`config.mk`:
```
export PLATFORM = sky130hd
export DESIGN_NAME = eif_top
export DESIGN_NICKNAME = d
export VERILOG_FILES = /design/src/eif_pkg.sv /design/src/eif_chan_if.sv /design/src/eif_chan.sv /design/src/eif_top.sv
export SDC_FILE = /design/constraint.sdc
export NUM_CORES = 1
export LEC_CHECK = 0
export BUFFER_PORTS_ARGS = -buffer_cell sky130_fd_sc_hd__clkbuf_2
export CAP_MARGIN = 20
export CELL_PAD_IN_SITES_DETAIL_PLACEMENT = 1
export CELL_PAD_IN_SITES_GLOBAL_PLACEMENT = 1
export CORE_MARGIN = 2
export CORE_UTILIZATION = 35
export CTS_CLUSTER_DIAMETER = 50
export CTS_CLUSTER_SIZE = 20
export DETAILED_ROUTE_END_ITERATION = 16
export HOLD_SLACK_MARGIN = 0.1
export PLACE_DENSITY_LB_ADDON = 0.1
export SETUP_SLACK_MARGIN = 0.15
export SYNTH_ARGS = -nofsm -noshare
export SYNTH_HDL_FRONTEND = slang
export SYNTH_SLANG_ARGS = --single-unit
```
`constraint.sdc`:
```
create_clock -name i_ref_clk -period 2.4 [get_ports i_ref_clk]
set_input_delay 0.12 -clock i_ref_clk [delete_from_list [all_inputs] [get_ports i_ref_clk]]
set_output_delay 0.12 -clock i_ref_clk [all_outputs]
set_load 0.02 [all_outputs]
```
`src/eif_pkg.sv`:
```
// shared constants, register map and types of the external interrupt filter
package eif_pkg;

  localparam int NSRC = 6;
  localparam int WB_AW = 16;
  localparam int WB_DW = 32;

  // register indexes; byte address is four times the index
  localparam logic [13:0] CFG1_IDX  = 14'h0FD8;
  localparam logic [13:0] CFG2_IDX  = 14'h0FD9;
  localparam logic [13:0] CFG3_IDX  = 14'h0FDA;
  localparam logic [13:0] CFG4_IDX  = 14'h0FDB;
  localparam logic [13:0] PGATE_IDX = 14'h0FE0;
  localparam int IDX_LSB = 2;

  // configuration byte layout
  localparam int NC_LSB   = 0;
  localparam int TRIG_LSB = 2;
  localparam int LVL_BIT  = 4;
  localparam logic [2:0] CFG_RSVD_VAL = 3'h0;

  localparam logic [1:0] CFG_TRIG_RST = 2'h0;
  localparam logic [1:0] CFG_NC_RST   = 2'h0;
  localparam logic [NSRC-1:0] PGATE_RST = 6'h00;

  // trigger select codes
  localparam logic [1:0] TRIG_RISE = 2'h0;
  localparam logic [1:0] TRIG_FALL = 2'h1;
  localparam logic [1:0] TRIG_BOTH = 2'h2;
  localparam logic [1:0] TRIG_HIGH = 2'h3;

  // fast sampling interval codes and prescaler masks
  localparam logic [1:0] NC_DIV1  = 2'h0;
  localparam logic [1:0] NC_DIV4  = 2'h1;
  localparam logic [1:0] NC_DIV8  = 2'h2;
  localparam logic [1:0] NC_DIV16 = 2'h3;
  localparam logic [3:0] MASK_DIV1  = 4'h0;
  localparam logic [3:0] MASK_DIV4  = 4'h3;
  localparam logic [3:0] MASK_DIV8  = 4'h7;
  localparam logic [3:0] MASK_DIV16 = 4'hF;

  // low-frequency tick divider
  localparam logic [1:0] LF_DIV_LAST = 2'h3;

  typedef enum logic [2:0] {
    MODE_FAST_RUN,
    MODE_FAST_HALT,
    MODE_SLOW_RUN,
    MODE_SLOW_HALT,
    MODE_STOP
  } eif_mode_e;

endpackage : eif_pkg

```
`src/eif_chan_if.sv`:
```
// carrier between the filter top and one source channel
`timescale 1ns/100ps
interface eif_chan_if;
  logic       sample_en;
  logic       run;
  logic       slow;
  logic       pin;
  logic [1:0] trig;
  logic       req;
  logic       level;

  modport top  (output sample_en, output run, output slow, output pin, output trig,
                input req, input level);
  modport chan (input sample_en, input run, input slow, input pin, input trig,
                output req, output level);
endinterface : eif_chan_if

```
`src/eif_chan.sv`:
```
// one source channel: sampling noise canceller and trigger detector
`timescale 1ns/100ps
module eif_chan #(
  parameter bit FIXED   = 1'b0,
  parameter bit HIGH_OK = 1'b0
) (
  input  wire logic    i_ref_clk,
  input  wire logic    i_reset_n,
  eif_chan_if.chan     ifc
);

  typedef struct packed {
    logic [2:0] samp;
    logic       filt;
    logic       lvl;
    logic       req;
  } eif_chan_s;

  eif_chan_s r;
  eif_chan_s n;

  // true when the newest samples agree: three or two of them
  function automatic logic eif_agree(input logic [2:0] s, input logic three);
    if (three) begin
      eif_agree = (s == 3'h7) || (s == 3'h0);
    end else begin
      eif_agree = (s[1:0] == 2'h3) || (s[1:0] == 2'h0);
    end
  endfunction : eif_agree

  always_comb begin
    n = r;
    n.req = 1'b0;
    if (ifc.run && ifc.sample_en) begin
      n.samp = {r.samp[1:0], ifc.pin};
      if (eif_agree(n.samp, !FIXED && !ifc.slow)) begin
        n.filt = ifc.pin;
      end
    end
    if (ifc.run) begin
      unique case (ifc.trig)
        eif_pkg::TRIG_RISE: n.req = n.filt & ~r.filt;
        eif_pkg::TRIG_FALL: n.req = ~n.filt & r.filt;
        eif_pkg::TRIG_BOTH: n.req = n.filt ^ r.filt;
        eif_pkg::TRIG_HIGH: n.req = HIGH_OK & n.filt;
      endcase
    end
    if (n.req) begin
      n.lvl = n.filt;
    end
  end

  always_ff @(posedge i_ref_clk) begin
    if (!i_reset_n) begin
      r <= '0;
    end else begin
      r <= n;
    end
  end

  assign ifc.req   = r.req;
  assign ifc.level = r.lvl;

endmodule : eif_chan

```
`src/eif_top.sv`:
```
// external interrupt input filter: wishbone registers and six source channels
//
// The implementer's own choice: the Wishbone interface to the registers.
`timescale 1ns/100ps
module eif_top (
  input  wire logic                        i_ref_clk,
  input  wire logic                        i_reset_n,
  input  wire logic                        i_wb_cyc,
  input  wire logic                        i_wb_stb,
  input  wire logic                        i_wb_we,
  input  wire logic [eif_pkg::WB_AW-1:0]   i_wb_adr,
  input  wire logic [3:0]                  i_wb_sel,
  input  wire logic [eif_pkg::WB_DW-1:0]   i_wb_dat,
  output logic      [eif_pkg::WB_DW-1:0]   o_wb_dat,
  output logic                             o_wb_ack,
  input  wire logic [eif_pkg::NSRC-1:0]    i_ext_pin,
  input  wire eif_pkg::eif_mode_e          i_op_mode,
  input  wire logic                        i_lf_tick,
  output logic      [eif_pkg::NSRC-1:0]    o_irq_req
);

  typedef struct packed {
    logic [4:1][1:0]                 trig;
    logic [4:1][1:0]                 nc;
    logic [eif_pkg::NSRC-1:0]        pgate;
    logic                            ack;
    logic [eif_pkg::WB_DW-1:0]       dat;
    logic [eif_pkg::NSRC-1:0]        irq;
    logic [3:0]                      pre;
    logic [1:0]                      lf_cnt;
  } eif_top_s;

  eif_top_s r;
  eif_top_s n;

  logic [eif_pkg::NSRC-1:0] req_w;
  logic [eif_pkg::NSRC-1:0] lvl_w;
  logic                     fast_mode;
  logic                     slow_mode;
  logic                     slow_en;

  // fast-mode sample enable from the gear-clock prescaler
  function automatic logic eif_fast_en(input logic [1:0] nc, input logic [3:0] pre);
    logic [3:0] mask;
    mask = eif_pkg::MASK_DIV1;
    unique case (nc)
      eif_pkg::NC_DIV1:  mask = eif_pkg::MASK_DIV1;
      eif_pkg::NC_DIV4:  mask = eif_pkg::MASK_DIV4;
      eif_pkg::NC_DIV8:  mask = eif_pkg::MASK_DIV8;
      eif_pkg::NC_DIV16: mask = eif_pkg::MASK_DIV16;
    endcase
    eif_fast_en = ((pre & mask) == 4'h0);
  endfunction : eif_fast_en

  // configuration byte as read back
  function automatic logic [7:0] eif_cfg_byte(input logic [1:0] trig, input logic [1:0] nc,
                                              input logic lvl);
    eif_cfg_byte = {eif_pkg::CFG_RSVD_VAL, lvl, trig, nc};
  endfunction : eif_cfg_byte

  // configuration register index of a programmable source
  function automatic logic [13:0] eif_cfg_idx(input int src);
    unique case (src)
      1:       eif_cfg_idx = eif_pkg::CFG1_IDX;
      2:       eif_cfg_idx = eif_pkg::CFG2_IDX;
      3:       eif_cfg_idx = eif_pkg::CFG3_IDX;
      default: eif_cfg_idx = eif_pkg::CFG4_IDX;
    endcase
  endfunction : eif_cfg_idx

  assign fast_mode = (i_op_mode == eif_pkg::MODE_FAST_RUN) ||
                     (i_op_mode == eif_pkg::MODE_FAST_HALT);
  assign slow_mode = (i_op_mode == eif_pkg::MODE_SLOW_RUN) ||
                     (i_op_mode == eif_pkg::MODE_SLOW_HALT);
  assign slow_en   = i_lf_tick && (r.lf_cnt == eif_pkg::LF_DIV_LAST);

  always_comb begin
    logic [13:0] idx;
    logic        take;
    idx  = i_wb_adr[eif_pkg::WB_AW-1:eif_pkg::IDX_LSB];
    take = i_wb_cyc && i_wb_stb;
    n = r;
    n.pre = r.pre + 4'h1;
    if (i_lf_tick) begin
      n.lf_cnt = r.lf_cnt + 2'h1;
    end
    n.irq = req_w;
    n.ack = take && !r.ack;
    if (take && !r.ack) begin
      n.dat = '0;
      for (int s = 1; s <= 4; s++) begin
        if (idx == eif_cfg_idx(s)) begin
          n.dat[7:0] = eif_cfg_byte(r.trig[s], r.nc[s], lvl_w[s]);
        end
      end
      if (idx == eif_pkg::PGATE_IDX) begin
        n.dat[eif_pkg::NSRC-1:0] = r.pgate;
      end
    end
    // a write lands at the edge where the master sees ack
    if (take && r.ack && i_wb_we && i_wb_sel[0]) begin
      for (int s = 1; s <= 4; s++) begin
        if (idx == eif_cfg_idx(s)) begin
          n.trig[s] = i_wb_dat[eif_pkg::TRIG_LSB +: 2];
          n.nc[s]   = i_wb_dat[eif_pkg::NC_LSB +: 2];
        end
      end
      if (idx == eif_pkg::PGATE_IDX) begin
        n.pgate = i_wb_dat[eif_pkg::NSRC-1:0];
      end
    end
  end

  always_ff @(posedge i_ref_clk) begin
    if (!i_reset_n) begin
      r       <= '0;
      r.trig  <= {4{eif_pkg::CFG_TRIG_RST}};
      r.nc    <= {4{eif_pkg::CFG_NC_RST}};
      r.pgate <= eif_pkg::PGATE_RST;
    end else begin
      r <= n;
    end
  end

  genvar g;
  generate
    for (g = 0; g < eif_pkg::NSRC; g++) begin : g_src
      localparam bit FIX = (g == 0) || (g == eif_pkg::NSRC - 1);
      eif_chan_if u_if ();
      assign u_if.pin  = i_ext_pin[g];
      assign u_if.slow = slow_mode;
      assign u_if.run  = r.pgate[g] && (fast_mode || slow_mode);
      if (FIX) begin : g_fixed
        assign u_if.trig      = eif_pkg::TRIG_FALL;
        assign u_if.sample_en = fast_mode || slow_en;
      end else begin : g_prog
        assign u_if.trig      = r.trig[g];
        assign u_if.sample_en = fast_mode ? eif_fast_en(r.nc[g], r.pre) : slow_en;
      end
      assign req_w[g] = u_if.req;
      assign lvl_w[g] = u_if.level;
      eif_chan #(
        .FIXED   (FIX),
        .HIGH_OK (g == 4)
      ) u_chan (
        .i_ref_clk (i_ref_clk),
        .i_reset_n (i_reset_n),
        .ifc       (u_if)
      );
    end
  endgenerate

  assign o_wb_dat  = r.dat;
  assign o_wb_ack  = r.ack;
  assign o_irq_req = r.irq;

endmodule : eif_top

```
### Yosys cells after proc, flatten, opt, wreduce, memory -nomap -nowiden

Index checks and enable logic that the tools add are counted.

* register bits: 69
* bits of input ports: 67
* output and inout bits: 39
* logic and storage cells: 227

* add/sub/neg operators: 2
* equal/unequal tests: 47
* multiplexer cells: 51
* bitwise gates (word level): 28
* reduce and logical (&&, ||, !) cells: 63

Operator list (count)
* $eq A14 B14 Y1: 8
* $mux W14: 8
* $pmux W4 S4: 4
* $eq A2 B2 Y1 const B: 23
* $mux W1: 30
* $logic_not A2 Y1: 14
* $mux W8: 3
* $logic_and A1 B1 Y1: 18
* $and A4 B4 Y4: 4
* $eq A2 B1 Y1 const B: 8
* $logic_not A4 Y1: 4
* $pmux W1 S4: 4
* $logic_not A3 Y1: 5
* $eq A14 B12 Y1 const B: 1
* $logic_or A1 B1 Y1: 14
* $reduce_and A2 Y1: 7
* $eq A3 B3 Y1 const B: 4
* $and A1 B1 Y1: 10
* $not A1 Y1: 10
* $eq A3 B2 Y1 const B: 2
* $mux W6: 1
* $mux W5: 1
* $add A4 B1 Y4 const B: 1
* $xor A1 B1 Y1: 4
* other kinds (3): 3

### Logic depth before layout (Yosys ltp)

Gate-level depths: netlist of run 1.

* depth after elaboration: 13
* depth in mapped cells: 13
* mapped depth without buffers: 13

### Cells and area by module

From an unflattened synthesis of run 1, not the netlist that was laid out.

* cell total of the unflattened synthesis: 427
* area total of the unflattened synthesis: 3890.0 µm²

Modules (own cells, without submodules)
* eif_top: instances 1, cells an instance 241, area an instance 2183.3 µm²
* eif_chan (g_src[1].u_chan ...): instances 3, cells an instance 31, area an instance 296.5 µm²
* eif_chan (g_src[0].u_chan ...): instances 2, cells an instance 27, area an instance 232.7 µm²
* eif_chan (g_src[4].u_chan): instances 1, cells an instance 39, area an instance 351.6 µm²

### Worst setup path after synthesis of run 1

No wires, ideal clock.

* kind: register to register
* start point: register r[2] in the netlist's numbering
* end point: register g_src[4].u_chan.r (netlist bit g_src[4].u_chan.ifc.req)
* library setup time: 0.074 ns
* data arrival time: 2.301 ns
* data required time: 2.326 ns
* path slack: 0.025 ns
* stages on the path, launching flop included: 10
* path buffers: 0
* clock period less this slack: 2.375 ns
* cells stage by stage: dfxtp_1 > or3_1 > o221ai_1 > nand4_1 > mux2i_1 > inv_1 > ha_1 > a311oi_1 > o211ai_1 > a31oi_1

RTL lines
* start, declared: RTL line eif_top.sv:33 `eif_top_s r;`
* start signal, assigned: RTL line eif_top.sv:121 `r <= n;`
* end signal, assigned: RTL line eif_chan.sv:57 `r <= n;`
* end, declared: RTL line eif_chan.sv:19 `eif_chan_s r;`

### Worst setup path in the final report of run 1

* start point: register r[3] in the netlist's numbering
* end point: register g_src[2].u_chan.r (netlist bit g_src[2].u_chan.ifc.level)

* word-level cells in the longest chain between the ends: 9
* elaborated cells between the ends (all ways): 11
* classes of those cells: 4 x mux; 5 x bitwise; 2 x reduce/logical

Ends and longest elaborated chain
* $and A4 B4 Y4 *: RTL line eif_top.sv:52 `eif_fast_en = ((pre & mask) == 4'h0);`
* $logic_not A4 Y1 *: RTL line eif_top.sv:52
* $mux W1 *: RTL line eif_top.sv:138 `assign u_if.sample_en = fast_mode ? eif_fast_en(r.nc[g], r.pre) : slow_en;`
* $logic_and A1 B1 Y1 *: RTL line eif_chan.sv:34 `if (ifc.run && ifc.sample_en) begin`
* $mux W1 *: RTL line eif_chan.sv:34
* $not A1 Y1: RTL line eif_chan.sv:43 `eif_pkg::TRIG_FALL: n.req = ~n.filt & r.filt;`
* $and A1 B1 Y1: RTL line eif_chan.sv:43
* $pmux W1 S4: RTL line eif_chan.sv:41 `unique case (ifc.trig)`
* $mux W1: RTL line eif_chan.sv:40 `if (ifc.run) begin`
* end signal, assigned: RTL line eif_chan.sv:57
* end, declared: RTL line eif_chan.sv:19

Every way passes the cells marked *; elsewhere a longest branch is shown, timed or not.
A chain may end at the register's enable or synchronous reset.

==> results of run 1 <==
-- timing repair --
item,4_1_cts,5_1_grt
hold buffers,12,0
pin swaps,2,4
buffers inserted,1,3
endpoints found under the hold margin,31,0
setup endpoints to repair,8,8
gates resized for setup,11,14
-- registers in the layout, summed over array words and instances (netlist names) --
register and count:
g_src.u_chan.ifc.level 4, g_src.u_chan.ifc.req 6, g_src.u_chan.r 16, g_src.u_if.trig 8, o_irq_req 6, o_wb_ack 1
o_wb_dat 6, r 20
-- power by group --
part           switching (µW)  internal (µW)
clock                     463            508
sequential               7.61           1120
combinational             138           82.9
-- cell families (layout without fill, tap and decap cells) --
group | after synthesis | after routing | synth area share [%]
buffers and inverters | 73 | 120 | 11.8
multiplexers | 54 | 54 | 16.4
XOR/XNOR | 3 | 3 | 0.740
other | 1 | 26 | 0.106
AND/OR/NAND/NOR | 119 | 119 | 17.6
flip-flops | 67 | 67 | 37.8
adder cells (fa/ha/maj) | 18 | 18 | 6.34
AO/OA/AOI/OAI | 49 | 49 | 9.23
-- layout make-up --
class	count	area, µm²	area share, %
well taps	133	166	3.84
inverters	20	75.1	1.73
clock buffers	10	138	3.17
clock inverters	6	65.1	1.50
repair buffers	84	543	12.5
multi-input cells	269	2000	46.1
flip-flops and latches	67	1350	31.1
-- worst reg2reg max path, delay by kind of cell (launching register included) --
family,cells,cell delay [ns]
flip-flops,1,0.37
adder cells (fa/ha/maj),1,0.19
multiplexers,2,0.32
AND/OR/NAND/NOR,2,0.60
AO/OA/AOI/OAI,5,0.61
buffers and inverters,1,0.16
-- worst max path at each step --
stage / from / end / slack [ns]
finish: r[3] / g_src[2].u_chan.ifc.level / 0.05
detailed placement: r[3] / g_src[4].u_chan.ifc.req / -0.003
global route: r[3] / g_src[4].u_chan.ifc.req / -0.09
CTS: r[4] / g_src[2].u_chan.ifc.level / 0.04
global placement: r[3] / g_src[4].u_chan.ifc.req / 0.05
floorplan: r[2] / g_src[4].u_chan.ifc.req / 0.17
-- per-layer routing --
layer	vias up	global-route usage, %	wire, µm
li1	1392	-	-
met1	1379	22.3	4400
met2	54	28.1	4290
met3	11	3.06	287
met4	0	6.29	149
met5	-	0	0
-- layout by cell type, fill, tap and decap left out, types with 5 or more instances in the layout --
cell type	n
nor2_1	39
inv_1	20
buf_4	25
clkbuf_8	10
conb_1	26
dfxtp_1	63
nand2_1	24
nand3b_1	5
a21oi_1	7
nand2b_1	8
mux2i_1	46
a22oi_1	5
o21ai_0	5
nand3_1	5
clkbuf_2	47
and2_1	16
dlygate4sd3_1	12
ha_1	14
-- through the flow --
| step | setup TNS (ns) | util, % |
|---|---|---|
| 3_3_place_gp | 0 | 39.6 |
| 6_report | 0 | 44.2 |
| 3_5_place_dp | -0.00316 | 39.6 |
| 2_1_floorplan | 0 | - |
| 5_1_grt | -0.325 | 44.2 |
| 4_1_cts | 0 | 43.5 |
==> reports/results.tsv, run 1 <==
stage	metric	value	unit
clock_tree	clock_sinks	67	
sta	fin_ws	0.0506	ns
route	wire_per_inst	15.5	µm
synth	synthCells	384	
sta	setup-violations-final	0	
floorplan	num_rows	36	
route	first_pass_iters	4	
sta	grt_setup_unrepaired	true	
sta	fin_crit_sh	97.9	%
global_routing	grt-ovfl-total	0	
worst_hold_path	whs_path_depth	3	
floorplan	ioPinCount	106	
final_layout	n_antenna_cell	0	
placed_design	placed_area	0.00388	mm²
clock_tree	root_buffer	clkbuf_8	
critical_path	critical-path-slowest-cell	or3_4	
sta	whs	0.104	ns
clock_tree	clkSlewWorstSetupHoldPaths	0.08	ns
floorplan	dieWidth	105	µm
placed_design	gp_congestion	0.799	
critical_path	cp_num_cells	11	
clock_tree	cts-htree-levels	3	
critical_path	critPathKind	register to register	
synth	synthArstFlopShare	0	%
floorplan	coreArea	0.00982	mm²
status	status	complete, no violations	
global_routing	grt_max_degree	32	
route	drtAntennaViolNets	0	
placed_design	io_buffers	47	
critical_path	path_delay_family	compound AO/OA/AOI/OAI gates	
final_layout	area_delta_synth_final	22.1	%
pwr	p_leak	0.00189	µW
critical_path	cpPeakStageDelay	0.38	ns
job	max_cap_viol_count	0	
synth	synth_area_leader_cell	dfxtp_1	
synth	ys_seq_area_share	37.8	%
critical_path	crit_chain	or3_4, a21oi_1, o2111ai_1, mux2i_1, buf_4, ha_1, mux2i_1, o22ai_1, and3b_2, o21ai_0, a21oi_1	
critical_path	r2r_start	r[3]	
floorplan	dieArea	0.0110	mm²
critical_path	crit_arrival	2.60	ns
final_layout	stdcell_count	589	
sta	worst_pin_slew	0.648	ns
synth	yosysUniqueCellTypes	42	
route	vias	2836	
clock_tree	cts_tree	done	
critical_path	r2r.worst_path.cells	11	
critical_path	rrSetupSlack	0.05	ns
synth	ys_ff_latch	67	
critical_path	worst-path-buf-inv	1	
final_layout	nets	536	
global_routing	grt_pass1_vias	2763	
critical_path	end_kind	register	
sta	min_period	2.35	ns
global_routing	grt_pass1_wl	14500	µm
global_routing	grt_use_total	17.0	%
synth	synth_edf_count	0	
synth	synth.area.top_cells	dfxtp_1, mux2i_1, buf_4	
clock_tree	cts_max_path_buffers	2	
critical_path	cp-start-kind	register	
sta	skew	0.0110	ns
final_layout	fill_cells	1188	
synth	synth_top_area_share	37.8	%
final_layout	stdcell_area	0.00434	mm²
floorplan	start_util	36.2	%
pwr	vdd.ir_drop.worst	0.240	mV
synth	synth_area	0.00355	mm²
floorplan	die_h	105	µm
critical_path	path_max_fanout	6	
final_layout	drive_gt1_share	26.5	%
worst_hold_path	hold_start	i_ext_pin[1]	
synth	yosys-top-cells-count	dfxtp_1, mux2i_1, nor2_1	
clock_tree	insertion_delay	0.35	ns
pwr	p_per_area	535	mW/mm²
worst_hold_path	hold_class	primary input to register	
route	vias_per_cell	4.81	
route	totalWireLength	9130	µm
placed_design	place_ws	-0.00316	ns
synth	avgSynthCellArea	9.25	µm²
sta	fmax	426	MHz
route	drcViolationCount	0	
synth	yosysMostFrequentCell	dfxtp_1	
synth	dominantRegCellSynth	dfxtp_1	
sta	drv_slew	0	
sta	relSlewSlack	56.8	%
route	drtIter0Drc	122	
clock_tree	numCtsBuffers	9	
critical_path	r2r-end	g_src[2].u_chan.ifc.level	
worst_hold_path	holdPathEnd	g_src[1].u_chan.r[3]	
placed_design	dp_hpwl	6620	µm
synth	ys_warn_count	0	
placed_design	numPlacedInstances	557	
pwr	totalPowerFinal	2320	µW
critical_path	required	2.65	ns
sta	hold_violations	0	
global_routing	antenna_found_initial	0	
Power figures use the tool's default switching activity.
==> run 2: changes to the inputs <==
SYNTH_HIERARCHICAL = 1   (was default)
==> reports/results.tsv, run 2 <==
stage	metric	value	unit
final_layout	largest_register_ffs	20	
floorplan	coreArea	0.0104	mm²
global_routing	grt_use_total	16.7	%
pwr	vdd.ir_drop.worst	0.277	mV
clock_tree	clkSlewWorstSetupHoldPaths	0.07	ns
clock_tree	clock_sinks	67	
critical_path	end_kind	register	
floorplan	ioPinCount	106	
critical_path	crit_chain	or3_4, a22oi_2, a21o_1, o2111ai_4, mux2i_2, ha_1, a21o_1, o41ai_2, o311ai_2, mux2i_1	
clock_tree	cts-htree-levels	3	
worst_hold_path	hold_class	primary input to register	
final_layout	utilization	44.7	%
sta	fin_ws	-0.0715	ns
sta	fmax	405	MHz
sta	setup_tns	-0.133	ns
placed_design	place_ws	-0.0736	ns
final_layout	reg.largest.list	r x20, g_src.u_chan/r x16, g_src.u_if.trig x8	
global_routing	grt_pass1_vias	3159	
pwr	p_leak	0.00206	µW
critical_path	crit_arrival	2.70	ns
global_routing	grt_use_met3	3.51	%
global_routing	antenna_found_initial	0	
floorplan	num_rows	37	
clock_tree	cts_tree	done	
critical_path	path_max_fanout	4	
synth	synthCells	409	
placed_design	numPlacedInstances	601	
global_routing	met2_usage	29.2	%
synth	ys_warn_count	6	
clock_tree	root_buffer	clkbuf_8	
route	vias_per_cell	4.79	
job	max_cap_viol_count	0	
sta	setup-violations-final	4	
route	wire_per_inst	14.1	µm
critical_path	cp-start-kind	register	
clock_tree	cts_max_path_buffers	2	
global_routing	grt_pass1_wl	14900	µm
sta	whs	0.151	ns
sta	skew	0.00658	ns
route	drtIter0Drc	86	
critical_path	cpPeakStageDelay	0.42	ns
sta	fin_crit_sh	103	%
sta	worst_pin_slew	0.783	ns
final_layout	drive_gt1_share	27.7	%
sta	hold_violations	0	
global_routing	grt-busiest-layer	met2	
floorplan	start_util	36.2	%
placed_design	dp_hpwl	6950	µm
final_layout	regMostFlops	r	
sta	relSlewSlack	47.3	%
route	first_pass_iters	4	
sta	drv_slew	0	
critical_path	path_common_cell	a21o_1	
synth	synth_area	0.00375	mm²
route	totalWireLength	9030	µm
final_layout	area_delta_synth_final	23.5	%
placed_design	gp_congestion	0.770	
floorplan	die_h	108	µm
clock_tree	insertion_delay	0.34	ns
status	violations	setup timing	
synth	avgSynthCellArea	9.17	µm²
global_routing	grt_max_degree	40	
critical_path	required	2.63	ns
floorplan	dieWidth	108	µm
route	drcViolationCount	0	
route	drtAntennaViolNets	0	
final_layout	stdcell_count	638	
critical_path	critPathKind	register to register	
final_layout	nets	580	
floorplan	dieArea	0.0116	mm²
route	vias	3059	
placed_design	io_buffers	47	
global_routing	met1_usage	19.7	%
final_layout	layout_common_cells	nand2_1, dfxtp_1, clkbuf_2, conb_1, buf_4	
pwr	p_per_area	504	mW/mm²
global_routing	grt-ovfl-total	0	
final_layout	mostFrequentLayoutCell	nand2_1	
status	status	complete, but fails checks	
critical_path	critical-path-slowest-cell	or3_4	
final_layout	n_antenna_cell	0	
sta	min_period	2.47	ns
clock_tree	numCtsBuffers	9	
sta	grt_setup_unrepaired	true	
## run 2: final timing paths
kind	from	endpoint	slack (ns)	cells after the start
worst max-delay path	r[3]	g_src[3].u_chan/ifc.level	-0.07	10
worst min-delay path	i_wb_adr[15]	o_wb_dat[5]	0.15	4
worst max register to register	r[3]	g_src[3].u_chan/ifc.level	-0.07	10
worst min register to register	g_src[3].u_chan/ifc.req	o_irq_req[3]	0.43	1
## run 2: per-layer routing
| layer | wire [µm] | part of all wire [%] | up-vias |
|---|---|---|---|
| met1 | 4120 | 46 | 1468 |
| met2 | 4440 | 49 | 47 |
| met3 | 266 | 2.9 | 17 |
| li1 | - | - | 1527 |
| met5 | 0 | 0 | - |
| met4 | 206 | 2.3 | 0 |
## run 2: stage by stage
| stage | area, µm² | total power [µW] |
|---|---|---|
| after floorplan | 3940 | 1310 |
| after global placement | 4200 | 1360 |
| after detailed placement | 4200 | 1360 |
| after CTS | 4590 | 2370 |
| after global routing | 4630 | 2460 |
| final | 4630 | 2330 |
## run 2: critical path: cells and delay by family (launching register included)
kind / cells / cell delay [ns]
AOI/OAI and AO/OA: 6 / 0.93
adders and majority gates: 1 / 0.27
DFF: 1 / 0.33
muxes: 2 / 0.41
and+or+nand+nor: 1 / 0.42
## run 2: what timing repair did
action | CTS | global route
endpoints found under the hold margin | 9 | 0
endpoints found under the setup margin | 8 | 9
setup buffers | 10 | 2
gates resized for setup | 6 | 8
pin swaps | 8 | 8
hold buffers | 9 | 0
## run 2: report_power, final
group / internal [µW] / switching, µW / total (µW)
Sequential: 1120 / 6.29 / 1130
Clock: 540 / 440 / 980
Combinational: 87.4 / 141 / 229
## run 2: layout make-up
class                      count  area [µm²]
sequential                    67        1340
clock inverter                 3        46.3
clock buffer                  13         159
multi-input combinational    307        2220
tap                          136         170
inverter                      21        78.8
fill                        1266        5740
timing repair buffer          91         616
